==> src/design/ddl_pkg.sv <==
/*
 * constants, field layouts and carriers for the dither, offset delay and
 * line-loss configuration bank.
 * assumes an 8-bit register port and a 100 MHz system clock.
 */
package ddl_pkg;
    // ------------------------------------------------------------
    // register offsets
    // ------------------------------------------------------------
    localparam logic [7:0] ADDR_DITHER_CFG = 8'h5D;
    localparam logic [7:0] ADDR_OFS_LL_CFG = 8'h5E;
    localparam logic [7:0] ADDR_IRQ_STATUS = 8'h60;
    localparam logic [7:0] ADDR_IRQ_CLEAR  = 8'h61;
    localparam logic [7:0] ADDR_IRQ_ENABLE = 8'h62;

    // ------------------------------------------------------------
    // field positions and reset values
    // ------------------------------------------------------------
    localparam int         POS_NODIM_ONLY  = 7;
    localparam int         POS_DIT_LVL     = 5;
    localparam int         POS_DIT_CHAN    = 4;
    localparam int         POS_CH2_OFS     = 5;
    localparam int         POS_CH1_OFS     = 2;
    localparam int         POS_LL_THR      = 0;
    localparam logic [7:0] RST_DITHER_CFG  = 8'h00;
    localparam logic [7:0] RST_OFS_LL_CFG  = 8'h00;
    localparam logic [1:0] RST_IRQ         = 2'h0;
    localparam logic [7:0] DIT_CFG_MASK    = 8'hF0;
    localparam int         IRQ_LINE_LOSS   = 0;
    localparam int         IRQ_CFG_WRITE   = 1;

    // ------------------------------------------------------------
    // timing: offset compensation step
    // ------------------------------------------------------------
    localparam int OFS_STEP_NS = 50;
    localparam int CLK_PER_NS  = 10;
    localparam int OFS_STEP_CYC = (OFS_STEP_NS + CLK_PER_NS - 1) / CLK_PER_NS;

    // ------------------------------------------------------------
    // lookup tables: dither in tenths of a percent, thresholds in volts
    // ------------------------------------------------------------
    localparam logic [7:0] DIT_PCT_X10 [0:3] = '{8'h0D, 8'h1D, 8'h3C, 8'h7B};
    localparam logic [7:0] LL_THR_120V [0:3] = '{8'h50, 8'h28, 8'h14, 8'h0A};
    localparam logic [7:0] LL_THR_230V [0:3] = '{8'hA0, 8'h50, 8'h28, 8'h14};

    // ------------------------------------------------------------
    // carriers
    // ------------------------------------------------------------
    typedef struct packed {
        logic       wr;
        logic       rd;
        logic [7:0] addr;
        logic [7:0] wdata;
    } ddl_req_s;

    typedef struct packed {
        logic       dither_active;
        logic [1:0] dither_level_sel;
        logic [7:0] dither_pct_x10;
        logic       reduced_dither_channel_sel;
        logic [2:0] dither_attenuation_sel;
        logic [5:0] chan1_offset_cyc;
        logic [5:0] chan2_offset_cyc;
        logic [7:0] line_loss_thr_volts;
    } ddl_settings_s;
endpackage

==> src/design/ddl_config.sv <==
/*
 * dither, timing offset and line-loss configuration bank with decode,
 * line-loss comparator and interrupt status.
 * assumes a single-cycle master on the register port, voltage codes from
 * logic on sys_clk, and an asynchronous part-variant strap pin.
 */
// What this block does
// - dithering applies in all modes when bit 7 is 0, no-dimmer only if 1
// - level field bits 6:5 pick 1.3, 2.9, 6 or 12.3 percent variation
// - bit 4 picks channel with reduced dither: 0 channel 1, 1 channel 2
// - 3-bit offsets, ch2 bits 7:5, ch1 bits 4:2, each step 50 ns
// - line-loss fault when boost below line by threshold; 120V: 80/40/20/10
// - for 230V parts, threshold codes select 160, 80, 40 and 20 volts
`timescale 1ns/10ps
module ddl_config #(
    parameter int VW = 9
) (
    input  wire logic                   sys_clk,
    input  wire logic                   sys_rst,
    input  wire ddl_pkg::ddl_req_s      req,
    output logic [7:0]                  rd_data,
    input  wire logic                   dither_enable,
    input  wire logic                   nodimmer_mode,
    input  wire logic [1:0]             dither_attenuation_sel,
    input  wire logic                   part_230v_pin,
    input  wire logic [VW-1:0]          line_volts,
    input  wire logic [VW-1:0]          boost_volts,
    output ddl_pkg::ddl_settings_s      settings,
    output logic                        line_loss_fault,
    output logic                        irq
);
    // ------------------------------------------------------------
    // state
    // ------------------------------------------------------------
    logic [7:0]            dither_config;
    logic [7:0]            offset_delay_line_loss_config;
    logic [1:0]            irq_status;
    logic [1:0]            irq_enable;
    logic [7:0]            next_dither_config;
    logic [7:0]            next_ofs_ll;
    logic [1:0]            next_irq_status;
    logic [1:0]            next_irq_enable;
    logic [7:0]            next_rd_data;
    logic                  next_irq;
    logic                  strap_meta;
    logic                  part_230v;
    ddl_pkg::ddl_settings_s next_settings;
    logic                  next_fault;
    logic [VW:0]           drop;
    logic [1:0]            events;

    // ------------------------------------------------------------
    // strap synchroniser
    // ------------------------------------------------------------
    // two stages before the variant select is trusted
    always_ff @(posedge sys_clk) begin
        if (sys_rst) begin
            strap_meta <= 1'b0;
            part_230v  <= 1'b0;
        end else begin
            strap_meta <= part_230v_pin;
            part_230v  <= strap_meta;
        end
    end

    // ------------------------------------------------------------
    // register file
    // ------------------------------------------------------------
    // writes, set-over-clear status, read mux
    always_comb begin
        next_dither_config = dither_config;
        next_ofs_ll        = offset_delay_line_loss_config;
        next_irq_enable    = irq_enable;
        next_irq_status    = irq_status;
        next_rd_data       = 8'h00;
        if (req.wr) begin
            case (req.addr)
                ddl_pkg::ADDR_DITHER_CFG: begin
                    // low nibble never stored
                    next_dither_config = req.wdata & ddl_pkg::DIT_CFG_MASK;
                end
                ddl_pkg::ADDR_OFS_LL_CFG: begin
                    next_ofs_ll = req.wdata;
                end
                ddl_pkg::ADDR_IRQ_CLEAR: begin
                    next_irq_status = irq_status & ~req.wdata[1:0];
                end
                ddl_pkg::ADDR_IRQ_ENABLE: begin
                    next_irq_enable = req.wdata[1:0];
                end
                default: begin
                    next_irq_status = irq_status;
                end
            endcase
        end
        next_irq_status = next_irq_status | events; // set wins
        if (req.rd) begin
            case (req.addr)
                ddl_pkg::ADDR_DITHER_CFG: next_rd_data = dither_config;
                ddl_pkg::ADDR_OFS_LL_CFG: begin
                    next_rd_data = offset_delay_line_loss_config;
                end
                ddl_pkg::ADDR_IRQ_STATUS: next_rd_data = {6'h00, irq_status};
                ddl_pkg::ADDR_IRQ_ENABLE: next_rd_data = {6'h00, irq_enable};
                default:                  next_rd_data = 8'h00;
            endcase
        end
        next_irq = |(next_irq_status & next_irq_enable);
    end

    // registers the bank
    always_ff @(posedge sys_clk) begin
        if (sys_rst) begin
            dither_config                 <= ddl_pkg::RST_DITHER_CFG;
            offset_delay_line_loss_config <= ddl_pkg::RST_OFS_LL_CFG;
            irq_status                    <= ddl_pkg::RST_IRQ;
            irq_enable                    <= ddl_pkg::RST_IRQ;
            rd_data                       <= 8'h00;
            irq                           <= 1'b0;
        end else begin
            dither_config                 <= next_dither_config;
            offset_delay_line_loss_config <= next_ofs_ll;
            irq_status                    <= next_irq_status;
            irq_enable                    <= next_irq_enable;
            rd_data                       <= next_rd_data;
            irq                           <= next_irq;
        end
    end

    // ------------------------------------------------------------
    // field decode and line-loss comparator
    // ------------------------------------------------------------
    // settings derived from the stored fields, the dither enable and mode inputs, the attenuation input and the strap
    always_comb begin
        logic [1:0] lvl;
        logic [1:0] thr;
        lvl = dither_config[ddl_pkg::POS_DIT_LVL +: 2];
        thr = offset_delay_line_loss_config[ddl_pkg::POS_LL_THR +: 2];
        next_settings.dither_active = dither_enable &&
            (!dither_config[ddl_pkg::POS_NODIM_ONLY] || nodimmer_mode);
        next_settings.dither_level_sel = lvl;
        next_settings.dither_pct_x10   = ddl_pkg::DIT_PCT_X10[lvl];
        next_settings.reduced_dither_channel_sel =
            dither_config[ddl_pkg::POS_DIT_CHAN];
        next_settings.dither_attenuation_sel = {1'b0, dither_attenuation_sel};
        next_settings.chan1_offset_cyc = 6'(
            offset_delay_line_loss_config[ddl_pkg::POS_CH1_OFS +: 3]
            * ddl_pkg::OFS_STEP_CYC);
        next_settings.chan2_offset_cyc = 6'(
            offset_delay_line_loss_config[ddl_pkg::POS_CH2_OFS +: 3]
            * ddl_pkg::OFS_STEP_CYC);
        next_settings.line_loss_thr_volts = part_230v ?
            ddl_pkg::LL_THR_230V[thr] :
            ddl_pkg::LL_THR_120V[thr];
        drop = {1'b0, line_volts} - {1'b0, boost_volts};
        next_fault = (line_volts > boost_volts) &&
            (drop >= (VW+1)'(next_settings.line_loss_thr_volts));
        events = 2'h0;
        events[ddl_pkg::IRQ_LINE_LOSS] = next_fault && !line_loss_fault;
        events[ddl_pkg::IRQ_CFG_WRITE] = req.wr &&
            (req.addr == ddl_pkg::ADDR_DITHER_CFG ||
             req.addr == ddl_pkg::ADDR_OFS_LL_CFG);
    end

    // registers the decoded outputs
    always_ff @(posedge sys_clk) begin
        if (sys_rst) begin
            settings        <= '0;
            line_loss_fault <= 1'b0;
        end else begin
            settings        <= next_settings;
            line_loss_fault <= next_fault;
        end
    end
endmodule

==> config.mk <==
export PLATFORM = sky130hd
export DESIGN_NAME = ddl_config
export DESIGN_NICKNAME = d
export VERILOG_FILES = /design/src/design/ddl_pkg.sv /design/src/design/ddl_config.sv
export SDC_FILE = /design/constraint.sdc
export NUM_CORES = 1
export LEC_CHECK = 0
export ABC_AREA = 0
export BUFFER_PORTS_ARGS = -buffer_cell sky130_fd_sc_hd__buf_2
export CAP_MARGIN = 15
export CORE_ASPECT_RATIO = 0.6
export CORE_MARGIN = 2
export CORE_UTILIZATION = 25
export CTS_CLUSTER_SIZE = 16
export DETAILED_ROUTE_END_ITERATION = 10
export GPL_ROUTABILITY_DRIVEN = 0
export SYNTH_ARGS = -nofsm -noshare
export SYNTH_HDL_FRONTEND = slang
export SYNTH_SLANG_ARGS = --single-unit
export TNS_END_PERCENT = 30
==> constraint.sdc <==
create_clock -name sys_clk -period 9.8 [get_ports sys_clk]
set_clock_uncertainty 0.15 [all_clocks]
set_input_delay 2.94 -clock sys_clk [delete_from_list [all_inputs] [get_ports sys_clk]]
set_output_delay 2.94 -clock sys_clk [all_outputs]
set_load 0.02 [all_outputs]
==> out/qor.txt <==
Hold Path Origin = strap_meta$_SDFF_PP0_
Worst Tran Pin Value = 0.790 ns
Synthesis Warnings = 0
DIE WIDTH = 137 µm
Critical path class = in -> reg
Starting Density = 0.254
Crit path time final = 5.52 ns
Total gr overflow = 0
RSZ-0062 raised after global routing = no
Status = finished clean
Vias in the first global route = 2098
Final core occ = 0.334
Post-place instance area = 3190 µm²
Post-synthesis async set-or-reset flop share = 0
Layout Nets = 434
Vias = 2248
Worst-Skew Late Latency = 0.32 ns
Htree depth = 3
Fmax = 181 MHz
Share of cells above drive strength 1 = 0.302
Mapped cell area = 2650 µm²
DP Wirelength = 5020 µm
CP Capture Type = register
Clock Tree Root = clkbuf_16
Antenna diode count = 0
Post-synthesis area per instance = 9.38 µm²
Flop2flop setup slack = 7.21 ns
Total global-route track usage = 0.115
Reg-to-reg endpoint = irq$_SDFF_PP0_
Tcrit/Tclk final = 0.564
Pin count of the biggest net entering global routing = 48
Row cnt = 29
Pwr dens = 180 nW/µm²
Vias per inst = 4.41
Wire per inst = 12.7 µm
Path depth of the worst reg2reg path = 9
Fin. max-slew vios = 0
Setup Viol. Count Final = 0
Core region area = 10500 µm²
Clk pin slew, worst setup/hold paths = 0.05 ns
Register bit total from synthesis = 58
RR Startpoint = offset_delay_line_loss_config[0]$_SDFFE_PP0P_
Hold Path Class = reg -> reg
Port-buffer cells = 84
Post-cts resize count = 0
Critical Path AT = 5.57 ns
Cells after synthesis = 283
Number of synthesized flops with an enable pin = 0
Clock sinks = 58
IO Count = 88
Crit path max fanout = 3
Critical path capture point = irq$_SDFF_PP0_
Antenna-violating nets left = 0
Worst VDD drop = 72.7 µV
Crit start category = input pin
Sum Neg Setup Slack = 0 ns
Postcts setup bufs = 0
Die height = 83.8 µm
Iteration-0 DRC Markers = 106
P_leak = 1.64 nW
Main synth FF type = dfxtp_1
CTS tree = done
Cts hold-fix bufs = 0
Max Cap Viol = 0
Synth cell types = 50
Die ar. = 11500 µm²
Sequential area share after synthesis = 0.438
Slew HR = 0.472
P&R area growth vs syn = 31.7%
DRC viols = 0
DR pass1 iterations = 4
Fin. Hold Viols = 0
Critical path launch point = boost_volts[1]
Detailed Route WL = 6460 µm
Required @ worst endpoint = 9.84 ns
Fin Hold WS = 0.321 ns
CTS Buf Count = 9
Fin area = 3490 µm²
Initial antenna violation count = 0
Clock buffer depth = 2
Tot Pwr = 628 µW
First-pass GRT wire length = 10200 µm
==> report_power, final <==
part | internal [mW] | total [mW] | switching [mW]
clock | 0.215 | 0.315 | 0.0993
combinational | 0.0308 | 0.0722 | 0.0414
sequential | 0.240 | 0.241 | 0.00116
==> sequential cells by signal, indices dropped and copies added (netlist names) <==
signal	flops
rd_data	8
irq_status	2
dither_config	4
part_230v	1
line_loss_fault	1
strap_meta	1
irq	1
settings	30
offset_delay_line_loss_config	8
irq_enable	2
==> worst max-delay path: stages <==
cell	delay [ns]
buf_2	0.10
inv_1	0.09
ha_1	0.25
nor2b_1	0.16
o31a_1	0.26
o21ai_1	0.13
nand2b_1	0.10
xor2_1	0.15
ha_1	0.31
a21oi_1	0.17
o221ai_1	0.13
a31oi_1	0.23
o221ai_2	0.14
a32oi_1	0.30
o31ai_2	0.09
==> how the worst min path moves through the flow <==
stage / to / slack, ns / cells after the start
floorplan: part_230v$_SDFF_PP0_ / 0.26 / 1
global placement: part_230v$_SDFF_PP0_ / 0.31 / 1
detailed placement: part_230v$_SDFF_PP0_ / 0.31 / 1
CTS: part_230v$_SDFF_PP0_ / 0.32 / 1
global route: part_230v$_SDFF_PP0_ / 0.34 / 1
finish: part_230v$_SDFF_PP0_ / 0.32 / 1
==> through the flow <==
stage | worst slack (ns) | cells
floorplan | 4.34 | 285
global placement | 4.11 | 495
detailed placement | 3.98 | 495
CTS | 4.29 | 510
global route | 4.07 | 510
finish | 4.28 | 510
==> synth_stat cells (3+ instances only) <==
cell,n,share of area
dfxtp_1,58,0.44
nor2_1,24,0.034
nor2b_1,24,0.057
ha_1,23,0.11
a21oi_1,21,0.040
nand2_1,16,0.023
inv_1,15,0.021
nand3_1,12,0.023
and3_1,7,0.017
clkbuf_1,7,0.0099
a22oi_1,6,0.017
mux2i_1,6,0.023
buf_4,5,0.014
nand2b_1,4,0.0094
nand4_1,4,0.0094
o21ai_0,4,0.0075
xnor2_1,3,0.0099
==> cells by family (layout without fill, tap and decap cells) <==
group	count (synthesis)	after routing	share of synthesized area
XOR/XNOR	5	5	0.0165
buffers and inverters	29	115	0.0490
multiplexers	8	8	0.0311
other	1	3	0.00141
flip-flops	58	58	0.438
AND/OR/NAND/NOR	105	105	0.214
AO/OA/AOI/OAI	53	53	0.135
adder cells (fa/ha/maj)	24	24	0.116
==> final cells by class <==
| cell class | count | area [µm²] |
|---|---|---|
| fillers | 1100 | 6960 |
| multi-input cells | 198 | 1370 |
| flip-flops and latches | 58 | 1160 |
| well taps | 139 | 174 |
| repair buffers | 85 | 428 |
| inverters | 15 | 56.3 |
| clock buffers | 13 | 270 |
| clock inverters | 2 | 35.0 |
==> layer usage <==
metal | share of wire | routed length [µm] | global-route usage | vias up
met1 | 0.53 | 3420 | 0.168 | 1032
li1 | - | - | - | 1138
met2 | 0.37 | 2390 | 0.148 | 74
met5 | 0 | 0 | 0 | -
met3 | 0.090 | 582 | 0.0571 | 4
met4 | 0.0098 | 63 | 0.0281 | 0
==> cell usage in the layout, fill, tap and decap left out, types with 6 or more instances in the layout <==
cell type,instances
nand2_1,16
clkbuf_16,9
and3_1,7
ha_1,23
inv_1,15
a21oi_1,21
buf_2,84
mux2i_1,6
nor2_1,24
nand3_1,12
dfxtp_1,58
nor2b_1,24
a22oi_1,6
Note: power is estimated with default switching activity, not from simulation.
